**config.mk**
```make
export PLATFORM = sky130hd
export DESIGN_NAME = adc_serial_ctrl
export DESIGN_NICKNAME = d
export VERILOG_FILES = /design/src/design/adc_serial_ctrl.v
export VERILOG_INCLUDE_DIRS = /design/src /design/src/design
export SDC_FILE = /design/constraint.sdc
export NUM_CORES = 1
export LEC_CHECK = 0
export BUFFER_PORTS_ARGS = -buffer_cell sky130_fd_sc_hd__clkbuf_2
export CAP_MARGIN = 20
export CORE_AREA = 2 2 147 106
export CTS_BUF_LIST = sky130_fd_sc_hd__clkbuf_16
export CTS_CLUSTER_SIZE = 25
export DETAILED_ROUTE_END_ITERATION = 7
export DIE_AREA = 0 0 149 108
export PLACE_DENSITY = 0.74
export RECOVER_POWER = 50
export SYNTH_ARGS = -nofsm -noshare
export SYNTH_HDL_FRONTEND = slang
export SYNTH_SLANG_ARGS = --single-unit
```
**constraint.sdc**
```tcl
create_clock -name sys_clk_i -period 6.2 [get_ports sys_clk_i]
set_input_delay 0.31 -clock sys_clk_i [delete_from_list [all_inputs] [get_ports sys_clk_i]]
set_output_delay 0.31 -clock sys_clk_i [all_outputs]
set_load 0.1 [all_outputs]
```
**src/design/adc_serial_regs.vh**
```
// Register offsets, field positions, reset values and widths of the converter control block
`ifndef ADC_SERIAL_REGS_VH
`define ADC_SERIAL_REGS_VH

// Register byte offsets on the APB
`define CTRL_OFS          8'h00
`define STATUS_OFS        8'h04
`define RESULT_A_OFS      8'h08
`define RESULT_B_OFS      8'h0C

// Control register fields
`define CTRL_SYNC_POL_BIT 0
`define CTRL_CASCADE_BIT  1
`define CTRL_RESET_VAL    2'h1

// Status register fields
`define STAT_BUSY_BIT     0
`define STAT_HOLD_BIT     1
`define STAT_LOAD_BIT     2

// Data widths and counts
`define RESULT_BITS       18
`define CASCADE_A_BITS    16
`define CASCADE_BITS      34
`define DIVIDE_BY         2'h3

`endif

```
**src/design/adc_serial_ctrl.v**
```verilog
// Convert command handling, conversion sequencing and serial output of an 18-bit sampling converter
`timescale 1ns/10ps
`include "adc_serial_regs.vh"

// Operation
// - Convert falling edge puts input into hold
// - Same edge converts and sends previous result
// - One bit-clock-period sync pulse per command
// - Sync polarity follows polarity select
// - Results sent MSB first, two's complement
// - Tag level shifted out after 18 bits, after 34 on line A in cascade
// - Load on bit clock rise, later rises shift
// - New command latches input shift register
// - Commands accepted with no phase relation
// - Conversion clock independent of bit clock
// - Output, sync and tags retimed to bit clock
// - One command samples both channels together
// - Cascade line: 16 A bits then 18 B
// - Return to sampling after conversion ends
// - Codes two's complement, 1FFFF to 20000
// - Channel B line unchanged in cascade mode
// - Conversion clock out is oscillator divided by three
// - Tags enter shift register, appear 18 later, 34 later on line A in cascade
module adc_serial_ctrl
(
	input  wire        sys_clk_i,                // System clock, 250 MHz
	input  wire        rst_i,                    // Asynchronous reset, active high
	input  wire        convert_command_n_i,      // Convert command, falling edge acts
	input  wire        bit_clock_i,              // Serial bit clock, sampled
	input  wire        conversion_clock_in_i,    // Conversion clock, sampled
	input  wire        oscillator_in_i,          // Oscillator or external clock, sampled
	input  wire        tag_in_chan_a_i,          // Channel A tag data
	input  wire        tag_in_chan_b_i,          // Channel B tag data
	input  wire        sar_bit_a_i,              // Channel A bit decision from analog core
	input  wire        sar_bit_b_i,              // Channel B bit decision from analog core
	input  wire [7:0]  paddr,                    // APB address
	input  wire        psel,                     // APB select
	input  wire        penable,                  // APB enable
	input  wire        pwrite,                   // APB write
	input  wire [31:0] pwdata,                   // APB write data
	output wire [31:0] prdata,                   // APB read data
	output wire        pready,                   // APB ready
	output wire        pslverr,                  // APB error, unmapped address
	output wire        sample_hold_o,            // High holds the sampling capacitors
	output wire        conversion_clock_out_o,   // Oscillator divided by three
	output wire        sync_o,                   // Frame sync
	output wire        serial_out_chan_a_o,      // Channel A serial data
	output wire        serial_out_chan_b_o       // Channel B serial data
);

	localparam RB = `RESULT_BITS;
	localparam CB = `CASCADE_BITS;

	// Conversion sequencer states, one-hot
	localparam [1:0] ST_TRACK = 2'b01;
	localparam [1:0] ST_CONVERT_COMMAND_N  = 2'b10;

	reg  [2:0]    convert_command_n_sync_ff;
	reg           bclk_ff;
	reg           cclk_ff;
	reg           osc_ff;
	reg  [1:0]    div_cnt_ff;
	reg           cclk_out_ff;
	reg  [1:0]    state_ff;
	reg  [4:0]    convert_command_n_cnt_ff;
	reg  [RB-1:0] in_a_ff;
	reg  [RB-1:0] in_b_ff;
	reg  [RB-1:0] lat_a_ff;
	reg  [RB-1:0] lat_b_ff;
	reg           load_pend_ff;
	reg           sync_act_ff;
	reg           sync_ff;
	reg  [CB-1:0] sh_a_ff;
	reg  [RB-1:0] sh_b_ff;
	reg  [1:0]    ctrl_ff;
	reg  [31:0]   prdata_ff;
	reg           pready_ff;
	reg           pslverr_ff;
	reg  [1:0]    nxt_state;
	reg  [CB-1:0] nxt_sh_a;

	wire convert_command_n_fall;
	wire bclk_rise;
	wire cclk_rise;
	wire osc_rise;
	wire sync_pol;
	wire cascade;
	wire setup_ph;
	wire wr_ctrl;

	// Address decode used by the error path only; reads decode in their own case
	function mapped;
		input [7:0] a;
		begin
			mapped = (a == `CTRL_OFS) || (a == `STATUS_OFS) ||
				(a == `RESULT_A_OFS) || (a == `RESULT_B_OFS);
		end
	endfunction

	assign convert_command_n_fall = convert_command_n_sync_ff[2] & ~convert_command_n_sync_ff[1];
	assign bclk_rise = bit_clock_i & ~bclk_ff;
	assign cclk_rise = conversion_clock_in_i & ~cclk_ff;
	assign osc_rise  = oscillator_in_i & ~osc_ff;
	assign sync_pol  = ctrl_ff[`CTRL_SYNC_POL_BIT];
	assign cascade   = ctrl_ff[`CTRL_CASCADE_BIT];
	assign setup_ph  = psel & ~penable;
	assign wr_ctrl   = psel & penable & pready_ff & pwrite & (paddr == `CTRL_OFS);

	// Command is asynchronous, so only the last stage pair feeds the edge detector
	always @(posedge sys_clk_i or posedge rst_i)
	begin
		if (rst_i)
			convert_command_n_sync_ff <= 3'h7;
		else
			convert_command_n_sync_ff <= {convert_command_n_sync_ff[1:0], convert_command_n_i};
	end

	// Previous levels for edge detection of the sampled clocks
	always @(posedge sys_clk_i or posedge rst_i)
	begin
		if (rst_i)
		begin
			bclk_ff <= 1'b0;
			cclk_ff <= 1'b0;
			osc_ff  <= 1'b0;
		end
		else
		begin
			bclk_ff <= bit_clock_i;
			cclk_ff <= conversion_clock_in_i;
			osc_ff  <= oscillator_in_i;
		end
	end

	// Divide by three, high one count in three for a 33% duty clock
	always @(posedge sys_clk_i or posedge rst_i)
	begin
		if (rst_i)
		begin
			div_cnt_ff  <= 2'h0;
			cclk_out_ff <= 1'b0;
		end
		else if (osc_rise)
		begin
			div_cnt_ff  <= (div_cnt_ff == `DIVIDE_BY - 2'h1) ? 2'h0 : div_cnt_ff + 2'h1;
			cclk_out_ff <= (div_cnt_ff == `DIVIDE_BY - 2'h2);
		end
	end

	// Sequencer next state
	always @*
	begin
		nxt_state = state_ff;
		case (state_ff)
			ST_TRACK:
				if (convert_command_n_fall)
					nxt_state = ST_CONVERT_COMMAND_N;
			ST_CONVERT_COMMAND_N:
				if (convert_command_n_fall)
					nxt_state = ST_CONVERT_COMMAND_N;
				else if (cclk_rise && convert_command_n_cnt_ff == RB - 1)
					nxt_state = ST_TRACK;
			default:
				nxt_state = ST_TRACK;
		endcase
	end

	// Conversion: both channels take bit decisions on the same conversion clock
	always @(posedge sys_clk_i or posedge rst_i)
	begin
		if (rst_i)
		begin
			state_ff    <= ST_TRACK;
			convert_command_n_cnt_ff <= 5'h0;
			in_a_ff     <= {RB{1'b0}};
			in_b_ff     <= {RB{1'b0}};
			lat_a_ff    <= {RB{1'b0}};
			lat_b_ff    <= {RB{1'b0}};
		end
		else
		begin
			state_ff <= nxt_state;
			if (convert_command_n_fall)
			begin
				// A late command truncates the running conversion; spacing is the user's job
				lat_a_ff    <= in_a_ff;
				lat_b_ff    <= in_b_ff;
				convert_command_n_cnt_ff <= 5'h0;
			end
			else if (state_ff == ST_CONVERT_COMMAND_N && cclk_rise)
			begin
				in_a_ff     <= {in_a_ff[RB-2:0], sar_bit_a_i};
				in_b_ff     <= {in_b_ff[RB-2:0], sar_bit_b_i};
				convert_command_n_cnt_ff <= convert_command_n_cnt_ff + 5'h1;
			end
		end
	end

	// Channel A shift value; in cascade the B stream follows A's top 16 bits
	always @*
	begin
		nxt_sh_a = sh_a_ff;
		if (load_pend_ff)
		begin
			if (cascade)
				nxt_sh_a = {lat_a_ff[RB-1:RB-`CASCADE_A_BITS], lat_b_ff};
			else
				nxt_sh_a = {lat_a_ff, {`CASCADE_A_BITS{1'b0}}};
		end
		else if (cascade)
			nxt_sh_a = {sh_a_ff[CB-2:0], tag_in_chan_b_i};
		else
			nxt_sh_a = {sh_a_ff[CB-2:CB-RB], tag_in_chan_a_i, {`CASCADE_A_BITS{1'b0}}};
	end

	// Output side works only on bit clock rises; load pending bridges the command edge
	always @(posedge sys_clk_i or posedge rst_i)
	begin
		if (rst_i)
		begin
			load_pend_ff <= 1'b0;
			sync_act_ff  <= 1'b0;
			sh_a_ff      <= {CB{1'b0}};
			sh_b_ff      <= {RB{1'b0}};
		end
		else
		begin
			if (convert_command_n_fall)
				load_pend_ff <= 1'b1;
			else if (bclk_rise)
				load_pend_ff <= 1'b0;
			if (bclk_rise)
			begin
				sync_act_ff <= load_pend_ff;
				sh_a_ff     <= nxt_sh_a;
				if (load_pend_ff)
					sh_b_ff <= lat_b_ff;
				else
					sh_b_ff <= {sh_b_ff[RB-2:0], tag_in_chan_b_i};
			end
		end
	end

	// Sync pin driven from a register so polarity change never glitches
	always @(posedge sys_clk_i or posedge rst_i)
	begin
		if (rst_i)
			sync_ff <= 1'b0;
		else
			sync_ff <= ~(sync_act_ff ^ sync_pol);
	end

	// Control register, written only at the access edge that completes the transfer
	always @(posedge sys_clk_i or posedge rst_i)
	begin
		if (rst_i)
			ctrl_ff <= `CTRL_RESET_VAL;
		else if (wr_ctrl)
			ctrl_ff <= pwdata[1:0];
	end

	// Read data prepared in setup so the access phase needs no wait state
	always @(posedge sys_clk_i or posedge rst_i)
	begin
		if (rst_i)
		begin
			prdata_ff  <= 32'h0000_0000;
			pready_ff  <= 1'b0;
			pslverr_ff <= 1'b0;
		end
		else
		begin
			pready_ff  <= setup_ph;
			pslverr_ff <= setup_ph & ~mapped(paddr);
			if (setup_ph && !pwrite)
			begin
				case (paddr)
					`CTRL_OFS:     prdata_ff <= {30'h0000_0000, ctrl_ff};
					`STATUS_OFS:   prdata_ff <= {29'h0000_0000, load_pend_ff, state_ff[1], state_ff[1]};
					`RESULT_A_OFS: prdata_ff <= {14'h0000, lat_a_ff};
					`RESULT_B_OFS: prdata_ff <= {14'h0000, lat_b_ff};
					default:       prdata_ff <= 32'h0000_0000;
				endcase
			end
		end
	end

	assign prdata                 = prdata_ff;
	assign pready                 = pready_ff;
	assign pslverr                = pslverr_ff;
	assign sample_hold_o          = state_ff[1];
	assign conversion_clock_out_o = cclk_out_ff;
	assign sync_o                 = sync_ff;
	assign serial_out_chan_a_o    = sh_a_ff[CB-1];
	assign serial_out_chan_b_o    = sh_b_ff[RB-1];

endmodule // adc_serial_ctrl

```
==> impl_metrics.yaml <==
placed_design:
  portBuffers: 47
  gp_congestion: 0.754
  place.detailed.hpwl_um: 8980
global_route:
  grt_pass1_wl_um: 24200
  grt.busiest_layer: "met1"
  antenna_found_initial: 0
  grt_remaining_overflow: 0
  grt_util_met3: 0.0494
  grtUsageMet1: 0.293
  use_met2: 0.281
  grt_start_max_net_pins: 90
  grt_pass1_vias: 4583
  track_usage: 0.195
die:
  num_io_pins: 92
  fp.dieW_um: 149
  die_area_um2: 16100
  rows: 37
  dieHeight_um: 108
  core-area_um2: 14500
  initial_core_util: 0.495
worst_setup_path:
  r2r_cells: 3
  crit_start: "bclk_ff"
  cp.required_ps: 6340
  r2r_start: "bclk_ff"
  rrSetupSlack_ps: 2610
  cp.arrival_ps: 3730
  r2r_end: "sh_a_ff[20]"
  cp_max_fo: 89
  end_kind: "flop"
  critPathKind: "flop to flop"
  startpoint_type: "flop"
synth:
  synth_seq_cells: 164
  async_flop_share: 1.00
  ys_top_cells_by_area: "dfrtp_1 55%, nand2_1 9.7%, mux2i_1 9.3%"
  netlist.area_leader.share: 0.553
  syn_avg_cell_area_um2: 11.4
  ys_top_cells_by_count: "186 x nand2_1, 159 x dfrtp_1, 67 x mux2i_1"
  syn_inst: 631
  yosysSeqAreaShare: 0.571
  synth.most_common_cell: "nand2_1"
  ys_types: 44
  yosysTopAreaCell: "dfrtp_1"
  yosys_most_used_dff: "dfrtp_1"
  yosys_warnings: 0
  syn-cell-area_um2: 7190
  synth_edf_count: 0
cts:
  insertion_delay_ps: 420
  clk_pin_slew_ps: 70
  numCtsBuffers: 17
  htree_levels: 4
  cts_root_buf: "clkbuf_16"
  cts_tree: "done"
  cts_buffer_depth: 2
  cts_num_sinks: 164
sta:
  fin_worst_skew_ps: 12.3
  setup_viol: 0
  rsz0062_at_grt: "no"
  max_slew_margin: -1.52
  maxClockFrequency_mhz: 279
  hold-worst-slack_ps: 19.1
  tns_ps: 0
  fin_crit_ps: 3590
  slew_violations: 282
  finalCritPeriodShare: 0.579
  tightest_slew_ps: 3760
  hold_viol_final: 0
pwr:
  pwr_density_cell_nw_per_um2: 314
  clock_power_share: 0.420
  swShare: 0.278
  p_leak_nw: 3.97
  power_w: 0.00251
  power_frac_seq: 0.468
  p_sw_w: 0.000698
  p_comb_frac: 0.111
  irDropWorstVdd_mv: 0.211
  p_int_w: 0.00181
routing:
  drt_iter0_drc: 326
  via_per_inst: 5.30
  drc: 0
  vias: 4626
  firstDrtPassIters: 5
  wire_per_inst_um: 16.5
  routed_wl_um: 14400
  ant_nets: 0
min_path:
  min-delay-start: "oscillator_in_i"
  whs_endpoint: "osc_ff"
  min_path_cells: 1
  hold_path_class: "input pin to flop"
status:
  violations: "capacitance limit, slew limit"
  status: "finished, violations left"
job:
  drv_cap: 5
finish:
  syn2layout_area_growth_pct: 11.1
  drive_gt1_frac: 0.164
  utilization: 0.550
  fillerInstances: 1231
  num_antenna_cells: 0
  final_nets: 722
[worst max path at each step]
| stage | to | slack [ps] | cells after the start |
|---|---|---|---|
| 4_1_cts | in_a_ff[10] | 3860 | 4 |
| 2_1_floorplan | bclk_ff | 1460 | 1 |
| 3_5_place_dp | in_a_ff[10] | 3900 | 4 |
| 6_report | sh_a_ff[20] | 2610 | 3 |
| 3_3_place_gp | in_a_ff[12] | 3930 | 4 |
| 5_1_grt | sh_b_ff[1] | 2120 | 3 |
[power by group through the flow]
stage / Combinational (W) / Sequential (W) / Clock (W)
finish: 0.000279 / 0.00118 / 0.00106
global route: 0.000305 / 0.00118 / 0.00112
CTS: 0.000284 / 0.00118 / 0.00107
detailed placement: 0.000280 / 0.00119 / 0
global placement: 0.000273 / 0.00119 / 0
floorplan: 0.000204 / 0.00122 / 0
[cell families after synthesis]
group	Yosys count	share of synthesized area
AO/OA/AOI/OAI	81	0.0668
XOR/XNOR	3	0.00365
adder cells (fa/ha/maj)	4	0.00696
buffers and inverters	57	0.0496
flip-flops	164	0.571
multiplexers	108	0.178
other	1	0.000521
AND/OR/NAND/NOR	213	0.123
[flip-flops by register name, indices dropped and copies added, names as in the netlist, 3 cells and up]
register,cells
convert_command_n_cnt_ff,5
convert_command_n_sync_ff,3
prdata,18
in_a_ff,18
lat_b_ff,18
in_b_ff,18
sh_b_ff,18
sh_a_ff,34
lat_a_ff,18
[repair_timing]
action,CTS,global route
hold buffers,1,0
endpoints found under the hold margin,1,0
gates resized for setup,0,0
buffers inserted,0,0
[per-layer routing]
metal / routed length, um / up-vias
li1: - / 2170
met1: 7320 / 2333
met2: 6220 / 117
met3: 749 / 6
met4: 94 / 0
met5: 0 / -
[cells in the final DEF, fill, tap and decap left out, types with 3 or more instances in the layout]
cell,count
clkbuf_16,17
nor2_1,5
inv_1,5
a22o_1,3
nor2b_1,3
conb_1,14
mux4_2,3
dfrtp_1,158
clkbuf_2,26
clkinv_4,6
ha_1,4
clkbuf_1,24
a21o_1,3
dfstp_2,3
o31ai_1,15
mux2_2,8
o21ai_0,52
mux2i_1,67
mux2_4,30
nand2_1,186
inv_6,4
[worst max-delay path, cell delays in order (launching register included)]
cell,delay [ps]
dfrtp_1,340
nand2b_2,110
clkbuf_1,2380
o21ai_0,430
[per-stage QoR]
stage | setup WS (ps) | instances | instance area (um2)
2_1_floorplan | 1460 | 644 | 7240
3_3_place_gp | 3930 | 840 | 7440
3_5_place_dp | 3900 | 840 | 7440
4_1_cts | 3860 | 873 | 8050
5_1_grt | 2120 | 873 | 8000
6_report | 2610 | 873 | 8000
[cell type report]
| class | count | area [um2] | share of cell area |
|---|---|---|---|
| clock buffers | 17 | 425 | 0.0532 |
| flip-flops and latches | 164 | 4110 | 0.514 |
| clock inverters | 15 | 174 | 0.0217 |
| inverters | 6 | 23.8 | 0.00297 |
| well taps | 195 | 244 | 0.0305 |
| repair buffers | 53 | 245 | 0.0307 |
| multi-input cells | 423 | 2770 | 0.347 |
(Power assumes the default switching activity.)
